**src/rtl/adc_port_defs.svh**
```systemverilog
// Offsets, field positions and timing counts of the serial register port
// Operation
// - Eight registers, reached only through serial port
// - Each access opens with a comms write
// - Readiness via ready pin or comms bit
// - Most registers are one byte frame
// - 24-bit register: one or three-byte transfers
// - Selected access ready right after eighth clock
// - Write setup keeps data output idle
// - Read setup ignores the data input
// - Strap tracks host clock idle level
// - Most significant bit first both ways
// - Chip select tied low still works
// - Host releases select after each transfer
// - Ready output may drive host interrupt
// - Free running host clock at most 3 MHz
// - Suggested power-up setup sequence for host
// - Ready low on result, high on read/update
// - 32 ones on input resynchronise port
// - Comms read top bit shows ready status
// - Strap high normal, low inverted clock
`ifndef ADC_PORT_DEFS_SVH
`define ADC_PORT_DEFS_SVH
`define REG_COUNT 8
`define REG_COMMS 3'h0
`define REG_MODE 3'h1
`define REG_FILT_HI 3'h2
`define REG_FILT_LO 3'h3
`define REG_TEST 3'h4
`define REG_DATA 3'h5
`define REG_ZERO_CAL 3'h6
`define REG_FULL_CAL 3'h7
`define WIDE_REG_FIRST 3'h5
`define COMMS_READY_BIT 7
`define COMMS_SEL_MSB 6
`define COMMS_SEL_LSB 4
`define COMMS_READ_BIT 3
`define SHORT_BITS 5'h08
`define WIDE_BITS 5'h18
`define RESYNC_ONES 6'h20
`define CLK_MHZ 50
`define HOST_HALF_NS 200
`define HOST_HALF_CYC (`HOST_HALF_NS * `CLK_MHZ / 1000)
`define HOST_IDLE_HIGH 1'h1
`endif

```
**src/rtl/adc_port_pkg.sv**
```systemverilog
// Types shared by both ends of the serial register port
package adc_port_pkg;
  typedef enum logic [1:0] {
    DEV_COMMS = 2'b00,
    DEV_WRITE = 2'b01,
    DEV_READ = 2'b10
  } dev_phase_t;

  typedef enum logic [1:0] {
    HOST_IDLE = 2'b00,
    HOST_RUN = 2'b01,
    HOST_TAIL = 2'b10
  } host_phase_t;

  typedef struct packed {
    dev_phase_t st;
    logic [7:0][23:0] regs;
    logic [23:0] shift;
    logic [4:0] cnt;
    logic [5:0] ones;
    logic [2:0] sel;
    logic [23:0] res_hold;
    logic load_pend;
    logic ready_n;
    logic dout;
    logic dout_oe_n;
    logic wr_stb;
    logic [2:0] wr_idx;
    logic [23:0] wr_val;
    logic sclk_s1, sclk_s2, din_s1, din_s2, cs_s1, cs_s2, pol_s1, pol_s2;
    logic ck_prev;
  } dev_state_t;

  typedef struct packed {
    host_phase_t st;
    logic [4:0] div;
    logic nck;
    logic sclk;
    logic cs_n;
    logic din;
    logic first;
    logic [31:0] tx;
    logic [31:0] rx;
    logic [5:0] left;
    logic busy;
    logic done;
    logic dout_s1, dout_s2, rdy_s1, rdy_s2;
    logic ready_seen;
  } host_state_t;
endpackage

```
**src/rtl/adc_port_if.sv**
```systemverilog
// Pins between the converter port and its host
`timescale 1ns/1ps
`default_nettype none
interface adc_port_if;
  logic cs_n;
  logic sclk;
  logic din;
  logic dout;
  logic dout_oe_n;
  logic dout_line;
  logic result_ready_n;
  logic clock_polarity_strap;

  // Pulled-up line while the converter leaves it undriven
  assign dout_line = dout_oe_n ? 1'b1 : dout;

  modport dev (
    input cs_n, sclk, din, clock_polarity_strap,
    output dout, dout_oe_n, result_ready_n
  );
  modport host (
    output cs_n, sclk, din, clock_polarity_strap,
    input dout_line, result_ready_n
  );
endinterface
`default_nettype wire

```
**src/rtl/adc_port_dev.sv**
```systemverilog
// Converter end: serial register port with eight registers
`timescale 1ns/1ps
`default_nettype none
`include "adc_port_defs.svh"
module adc_port_dev (
  // Clock and reset
  input wire logic clk_sys,
  input wire logic rstn,
  // Link
  adc_port_if.dev link,
  // Conversion side
  input wire logic new_result,
  input wire logic [23:0] result_word,
  // Register write notices
  output logic wr_stb,
  output logic [2:0] wr_idx,
  output logic [23:0] wr_val
);
  import adc_port_pkg::*;

  dev_state_t cur, next;
  logic ck, rise, resync;
  logic [7:0] cbyte;
  logic [4:0] last;
  logic [23:0] wval;

  // ---------------------------------------------
  // Register helpers
  // ---------------------------------------------
  // Register length in bits
  function automatic logic [4:0] reg_bits(input logic [2:0] idx);
    reg_bits = (idx >= `WIDE_REG_FIRST) ? `WIDE_BITS : `SHORT_BITS;
  endfunction

  // Read value left-aligned so bit 23 leaves first
  function automatic logic [23:0] read_val(input dev_state_t s, input logic [2:0] idx);
    logic [23:0] v;
    v = s.regs[idx];
    if (idx == `REG_COMMS) begin
      v[`COMMS_READY_BIT] = s.ready_n;
    end
    if (idx >= `WIDE_REG_FIRST) begin
      read_val = v;
    end else begin
      read_val = {v[7:0], 16'h0};
    end
  endfunction

  // ---------------------------------------------
  // Next state
  // ---------------------------------------------
  // Pins come from another domain: two flops before any logic
  // Strap is resampled every cycle; it is meant to be wired fixed
  always_comb begin
    next = cur;
    next.wr_stb = 1'b0;
    next.sclk_s1 = link.sclk;
    next.sclk_s2 = cur.sclk_s1;
    next.din_s1 = link.din;
    next.din_s2 = cur.din_s1;
    next.cs_s1 = link.cs_n;
    next.cs_s2 = cur.cs_s1;
    next.pol_s1 = link.clock_polarity_strap;
    next.pol_s2 = cur.pol_s1;
    // Normalised clock idles high; strap low means inverted
    ck = cur.pol_s2 ? cur.sclk_s2 : ~cur.sclk_s2;
    next.ck_prev = ck;
    // Deselected: edges are not seen; tied-low select works
    rise = ck & ~cur.ck_prev & ~cur.cs_s2;
    cbyte = {cur.shift[6:0], cur.din_s2};
    last = reg_bits(cur.sel) - 5'h01;
    // Short registers keep only their own byte, not older frame bits
    if (reg_bits(cur.sel) == `SHORT_BITS) begin
      wval = {16'h0, cbyte};
    end else begin
      wval = {cur.shift[22:0], cur.din_s2};
    end

    // Ones are counted in every phase, reads included
    resync = rise && cur.din_s2 && (cur.ones >= `RESYNC_ONES - 6'h01);

    // ---------------------------------------------
    // Frame state machine
    // ---------------------------------------------
    if (rise) begin
      next.ones = cur.din_s2 ? cur.ones + 6'h01 : 6'h00;
      case (cur.st)
        DEV_COMMS: begin
          next.shift = {cur.shift[22:0], cur.din_s2};
          next.cnt = cur.cnt + 5'h01;
          if (cur.cnt == `SHORT_BITS - 5'h01) begin
            // Every access is chosen here
            next.cnt = 5'h00;
            next.regs[`REG_COMMS][7:0] = cbyte;
            next.sel = cbyte[`COMMS_SEL_MSB:`COMMS_SEL_LSB];
            if (cbyte[`COMMS_READ_BIT]) begin
              next.st = DEV_READ;
              next.shift = read_val(cur, cbyte[`COMMS_SEL_MSB:`COMMS_SEL_LSB]);
            end else begin
              next.st = DEV_WRITE;
            end
          end
        end
        DEV_WRITE: begin
          next.shift = {cur.shift[22:0], cur.din_s2};
          next.cnt = cur.cnt + 5'h01;
          if (cur.cnt == last) begin
            // Byte frames keep counting across select gaps
            next.cnt = 5'h00;
            next.st = DEV_COMMS;
            next.wr_stb = 1'b1;
            next.wr_idx = cur.sel;
            // Notice pulses even for registers that store nothing
            next.wr_val = wval;
            // Result register and comms are not written here
            if (cur.sel != `REG_DATA && cur.sel != `REG_COMMS) begin
              next.regs[cur.sel] = wval;
            end
          end
        end
        DEV_READ: begin
          // Input bits dropped while reading
          next.shift = {cur.shift[22:0], 1'b0};
          next.cnt = cur.cnt + 5'h01;
          if (cur.cnt == last) begin
            next.cnt = 5'h00;
            next.st = DEV_COMMS;
            if (cur.sel == `REG_DATA) begin
              next.ready_n = 1'b1;
            end
          end
        end
        default: begin
          next.st = DEV_COMMS;
          next.cnt = 5'h00;
        end
      endcase
      // Long run of ones resets only the framing
      if (resync) begin
        next.ones = `RESYNC_ONES;
        next.st = DEV_COMMS;
        next.cnt = 5'h00;
        // A frame ended by the same edge must not touch the registers
        next.regs = cur.regs;
        next.sel = cur.sel;
        next.wr_stb = 1'b0;
        next.wr_idx = cur.wr_idx;
        next.wr_val = cur.wr_val;
      end
    end

    // ---------------------------------------------
    // Result register update
    // ---------------------------------------------
    // Result update after the read clear, so a new result wins
    if (cur.load_pend) begin
      next.regs[`REG_DATA] = cur.res_hold;
      next.ready_n = 1'b0;
      next.load_pend = 1'b0;
    end
    if (new_result) begin
      // Raised one cycle ahead of the update
      next.ready_n = 1'b1;
      next.res_hold = result_word;
      next.load_pend = 1'b1;
    end

    // ---------------------------------------------
    // Data output
    // ---------------------------------------------
    // Undriven line floats to the pull-up, so the host reads ones
    // Output idle unless selected and reading
    next.dout_oe_n = ~(next.st == DEV_READ && ~cur.cs_s2);
    next.dout = (next.st == DEV_READ) ? next.shift[23] : 1'b0;
  end

  // ---------------------------------------------
  // State register
  // ---------------------------------------------
  // Sync flops reset to idle levels so no false edge follows reset
  always_ff @(posedge clk_sys or negedge rstn) begin
    if (!rstn) begin
      cur <= '0;
      cur.ready_n <= 1'b1;
      cur.dout_oe_n <= 1'b1;
      cur.cs_s1 <= 1'b1;
      cur.cs_s2 <= 1'b1;
      cur.pol_s1 <= 1'b1;
      cur.pol_s2 <= 1'b1;
      cur.sclk_s1 <= 1'b1;
      cur.sclk_s2 <= 1'b1;
      cur.ck_prev <= 1'b1;
    end else begin
      cur <= next;
    end
  end

  // ---------------------------------------------
  // Pins and write notices
  // ---------------------------------------------
  // All outputs come straight from the state register
  assign link.dout = cur.dout;
  assign link.dout_oe_n = cur.dout_oe_n;
  assign link.result_ready_n = cur.ready_n;
  assign wr_stb = cur.wr_stb;
  assign wr_idx = cur.wr_idx;
  assign wr_val = cur.wr_val;
endmodule
`default_nettype wire

```
**src/flat_wrapper.sv**
```systemverilog
// flat-port wrapper written by rule: the top's interface ports become plain ports
module adc_port_dev_flat import adc_port_pkg::*;
  (clk_sys, rstn, new_result, result_word, wr_stb, wr_idx, wr_val, link_cs_n, link_sclk, link_din, link_clock_polarity_strap, link_dout, link_dout_oe_n, link_result_ready_n);
  adc_port_if link_i ();
  input wire logic clk_sys;
  input wire logic rstn;
  input wire logic new_result;
  input wire logic [23:0] result_word;
  output logic wr_stb;
  output logic [2:0] wr_idx;
  output logic [23:0] wr_val;
  input wire logic [$bits(link_i.cs_n)-1:0] link_cs_n;
  input wire logic [$bits(link_i.sclk)-1:0] link_sclk;
  input wire logic [$bits(link_i.din)-1:0] link_din;
  input wire logic [$bits(link_i.clock_polarity_strap)-1:0] link_clock_polarity_strap;
  output wire logic [$bits(link_i.dout)-1:0] link_dout;
  output wire logic [$bits(link_i.dout_oe_n)-1:0] link_dout_oe_n;
  output wire logic [$bits(link_i.result_ready_n)-1:0] link_result_ready_n;
  assign link_i.cs_n = link_cs_n;
  assign link_i.sclk = link_sclk;
  assign link_i.din = link_din;
  assign link_i.clock_polarity_strap = link_clock_polarity_strap;
  assign link_dout = link_i.dout;
  assign link_dout_oe_n = link_i.dout_oe_n;
  assign link_result_ready_n = link_i.result_ready_n;
  adc_port_dev u_core (.clk_sys(clk_sys), .rstn(rstn), .link(link_i), .new_result(new_result), .result_word(result_word), .wr_stb(wr_stb), .wr_idx(wr_idx), .wr_val(wr_val));
endmodule
```
**config.mk**
```make
export PLATFORM = sky130hd
export DESIGN_NAME = adc_port_dev_flat
export DESIGN_NICKNAME = d
export VERILOG_FILES = /design/src/rtl/adc_port_pkg.sv /design/src/rtl/adc_port_if.sv /design/src/rtl/adc_port_dev.sv /design/src/flat_wrapper.sv
export VERILOG_INCLUDE_DIRS = /design/src /design/src/rtl
export SDC_FILE = /design/constraint.sdc
export NUM_CORES = 1
export LEC_CHECK = 0
export BUFFER_PORTS_ARGS = -buffer_cell sky130_fd_sc_hd__clkbuf_2
export CAP_MARGIN = 20
export CORE_UTILIZATION = 40
export DETAILED_ROUTE_END_ITERATION = 16
export GPL_TIMING_DRIVEN = 0
export RECOVER_POWER = 25
export SLEW_MARGIN = 30
export SYNTH_ARGS = -nofsm -noshare
export SYNTH_HDL_FRONTEND = slang
export SYNTH_SLANG_ARGS = --single-unit
```
**constraint.sdc**
```tcl
create_clock -name clk_sys -period 5.4 [get_ports clk_sys]
set_input_delay 0.81 -clock clk_sys [delete_from_list [all_inputs] [get_ports clk_sys]]
set_output_delay 0.81 -clock clk_sys [all_outputs]
set_load 0.1 [all_outputs]
```
; Word-level counts from Yosys, hierarchy flattened
; Cells that the tools add are included.
[word_totals]
in_bits = 31
ff_bits = 297
word_cells = 127
out_inout_bits = 31
[op_classes]
n_mux = 41
eq_ne = 12
magnitude_cmp = 6
n_reduce_logical = 26
bitwise = 7
n_addsub = 3
[op_table]
columns = cell, n
row1 = 194-bit 2-to-1 mux, 2
row2 = 232-bit 2-to-1 mux, 1
row3 = 192-bit bitwise mux, 1
row4 = 192-bit 2-to-1 mux, 1
row5 = 184-bit 2-to-1 mux, 1
row6 = 24-bit 2-to-1 mux, 6
row7 = 28-bit 2-to-1 mux, 4
row8 = 24-bit binary-select mux with 3-bit select, 1
row9 = 24-bit demux with 3-bit select, 1
row10 = 24-bit one-hot mux with 3 select lines, 1
row11 = 37-bit 2-to-1 mux, 1
row12 = 3-bit nonzero test, 6
row13 = 8-bit one-hot mux with 2 select lines, 1
row14 = 14-bit 2-to-1 mux, 1
row15 = 4-bit AND reduction, 3
row16 = 5-bit 2-to-1 mux, 2
row17 = 5-bit one-hot mux with 2 select lines, 1
row18 = 5-bit AND reduction, 2
row19 = 2-bit nonzero test, 5
row20 = "3-bit by 4-bit less-than comparator with 1-bit output, second input constant", 2
row21 = 1-bit 2-to-1 mux, 8
row22 = 2-bit 2-to-1 mux, 4
row23 = "2-bit by 1-bit inequality test with 1-bit output, second input constant", 4
row24 = "6-bit by 1-bit adder with 6-bit output, second input constant", 1
row25 = other kinds (23), 35

; Longest topological paths before layout
[depth]
ltp_word = 13
depth_mapped = 9
depth_no_buf = 7

; Worst setup path after synthesis
; No wires, ideal clock.
[synth_path]
path_kind = flip-flop to flip-flop
startpoint = register u_core.cur[68] (netlist bit)
endpoint = register u_core.cur[202] (netlist bit)
path_stages_with_launch = 9
setup_slack_ps = 2948
synth_period_minus_slack_ps = 2452
arrival_ps = 2325
required_time_ps = 5272
path_buffers = 2
setup_ps = 128
path_cell_list = dfrtp_1 > ha_1 > a41o_1 > a211oi_2 > nand4_1 > buf_2 > nor4b_4 > buf_6 > mux2_1
[synth_via]
elab_chain_cells = 4
[synth_rtl]
columns = item, line
row1 = "start, declared", adc_port_dev.sv:21  ; dev_state_t cur, next;
row2 = "start signal, assigned", adc_port_dev.sv:194  ; cur <= next;
row3 = 6-bit by 5-bit greater-or-equal comparator with 1-bit output, adc_port_dev.sv:80  ; resync = rise && cur.din_s2 && (cur.ones >= `RESYNC_ONES - 6'h01);
row4 = 1-bit logical AND, adc_port_dev.sv:80
row5 = 1-bit inverter (no line), n/a
row6 = 5-bit AND reduction (no line), n/a
; Every way passes these cells.
; A chain may end at the register's enable or synchronous reset.

==> run metrics <==
status complete, but fails checks; failing checks max-capacitance violations, max-slew violations; Clock Latency Late Sink 520 ps; # resized after CTS 0; Slew HR -0.7789; worst path required time 6080 ps; starting density of the core 0.4117; RSZ-0062 raised after global routing no; top_reg_cell synth dfrtp_1; Post-synth EDFFs 0; Post-Syn Area 9751 µm²; first-pass GRT wire length 35950 µm; GRT Util Overall 0.1871; Final HPWL DP 15720 µm; Async SR Flop Fraction 1.000; post-route minimum period 3029 ps; met2 usage 0.2922; CP Depth 4; Iteration-0 DRC Markers 416; # DRC 0; total of max-cap violations 1; initial antenna violation count 0; FF+latch count, synth 216; post-synth top area share 0.5312; VDD IR max 0.2341 mV; nets@finish 903; Crit Path Max Fanout 79; Worst Path Arrival 3710 ps; die area 25010 µm²; area of the core 23680 µm²; Setup Buffers After CTS 0; synth warn 0; Cell variety after synth 63; clock buffer depth 3; Chip Width 158.1 µm; P per Cell Area 372.7 nW/µm²; H-tree Lvls 1; Sink Count 216; IO buf count 61; clk root buf clkbuf_16; routed vias/inst 5.200; Seq/Total Area, Yosys 0.5555; GR Util met1 0.2697; worst slew pin tran 2668 ps; final count of hold timing violations 0; CP max stage delay 1850 ps; Worst Min Path Start u_core.cur[2]$_DFF_PN1_; final wirelength 22070 µm; synth cell count leaders dfrtp_1 (207), mux2_2 (136), nand2_1 (85); CP Launch Type input port; crit path max-delay cell type clkbuf_1; Filler cells 2229; # setup viols final 0; wire per inst 18.36 µm; row count 56; fmax 0.3301 GHz; post-synth top area cell dfrtp_1; synth top area cells dfrtp_1 (53%), mux2_2 (16%), mux4_2 (4.4%); clock skew 16.86 ps; GR Layer Usage met3 0.02655; synthesized area per cell 12.60 µm²; largest net degree at the start of global routing 80; grt total ovfl 0; Buf/Inv on CP 4; CP cell instances clkbuf_1, buf_16, buf_16, buf_12; RePlAce Congestion 0.8151; Hold Buf Count CTS 0; Leakage 5.274 nW; die height 158.1 µm; final worst-path cycle share 0.5609; Post-Syn Instances 774; IO Pins 62; clock tree from TritonCTS yes; Hold Path Depth 0; CP endpoint kind asynchronous set/reset pin; Crit Path Class input port to asynchronous set/reset pin; number of global-route vias before repair 6338; clock buffers created by TritonCTS 25; most frequent cell after synthesis dfrtp_1; crit-path most repeated cell buf_16; pre-CTS WS 2461 ps; ANT nets after route 0; r2r startpoint u_core.cur[68]$_DFFE_PN0P_; worst setup margin 2371 ps; TritonRoute pass-1 iters 5; Slew Viols, Final 48; Critical Path Start rstn; syn nets 812; Layout area overhead 16.54%; Hold WS 356.8 ps; via count 6251; busiest grt layer met2; layout cells sized above 1 0.3624; Top Family by Delay on Critical Path buffers and inverters; Reg2Reg Depth 8; worst min-delay path class flip-flop to flip-flop; ant diodes 0; clock slew at the register clock pins of the worst setup and hold paths 60 ps
## cells in the final DEF (no fill, tap or decap), types with 4 or more instances in the layout
cell type,count
nand2_1,85
inv_1,11
buf_1,5
a22o_1,4
o21ai_0,47
mux4_2,19
dfrtp_1,207
buf_4,28
clkbuf_1,39
dfstp_2,9
buf_2,14
mux2i_1,23
mux2_2,136
nor3_1,5
clkbuf_8,6
clkbuf_16,25
clkbuf_2,59
nand3_1,8
clkinv_2,5
a21oi_1,27
ha_1,7
nor2_1,22
mux2_1,4
a22oi_1,17
## sequential cells by signal, indices dropped and copies added (netlist names)
name,cells
u_core.wr_idx,3
u_core.link.dout_oe_n,1
u_core.wr_stb,1
u_core.cbyte,8
u_core.link.result_ready_n,1
u_core.wr_val,24
u_core.cur,177
u_core.link.dout,1
## kinds of logic (layout without fill, tap and decap cells)
| logic type | after synthesis | in the layout | synth area share |
|---|---|---|---|
| compound gates | 129 | 129 | 0.08354 |
| fa+ha+maj | 7 | 7 | 0.008982 |
| simple gates | 144 | 144 | 0.07096 |
| xor+xnor | 3 | 3 | 0.002695 |
| buf+inv | 93 | 202 | 0.04915 |
| flops | 216 | 216 | 0.5555 |
| mux | 182 | 182 | 0.2292 |
## worst paths after layout
check / end / slack, ps
hold reg to reg: u_core.cur[1]$_DFF_PN1_ / 360
min in group asynchronous: u_core.wr_stb$_DFF_PN0_ / 1140
setup / recovery: u_core.cur[239]$_DFFE_PN0P_ / 2370
max in group clk_sys: u_core.cur[205]$_DFFE_PN0P_ / 2460
setup reg to reg: u_core.cur[205]$_DFFE_PN0P_ / 2460
hold / removal: u_core.cur[1]$_DFF_PN1_ / 360
## stage by stage
stage	TNS [ps]	cell area [µm²]	power, mW	util	cells
2_1_floorplan	0	9751	2.320	-	774
3_3_place_gp	-171720	10460	2.565	0.4415	1154
3_5_place_dp	0	10540	2.578	0.4450	1157
4_1_cts	0	11370	4.278	0.4803	1202
5_1_grt	0	11360	4.425	0.4798	1202
6_report	0	11360	4.235	0.4798	1202
## layer usage
layer / wire, µm / vias to the layer above / share of wire
met5: 0 / - / 0
met4: 492 / 0 / 0.022
met3: 942 / 28 / 0.043
met2: 9947 / 133 / 0.45
met1: 10690 / 3160 / 0.48
li1: - / 2930 / -
## layout make-up
class | instances | area, µm² | share of cell area
inverters | 11 | 41.29 | 0.003634
multi-input cells | 465 | 3855 | 0.3392
clock inverters | 11 | 116.4 | 0.01024
flip-flops and latches | 216 | 5416 | 0.4767
repair buffers | 64 | 377.9 | 0.03325
well taps | 319 | 399.1 | 0.03512
clock buffers | 34 | 719.4 | 0.06331
plain buffers | 82 | 437.9 | 0.03854
## power by group
part           internal (mW)  switching, mW
sequential              1.73          0.104
combinational          0.256          0.458
clock                   1.03          0.656
total                   3.02           1.22
Note: power is estimated with default switching activity, not from simulation.
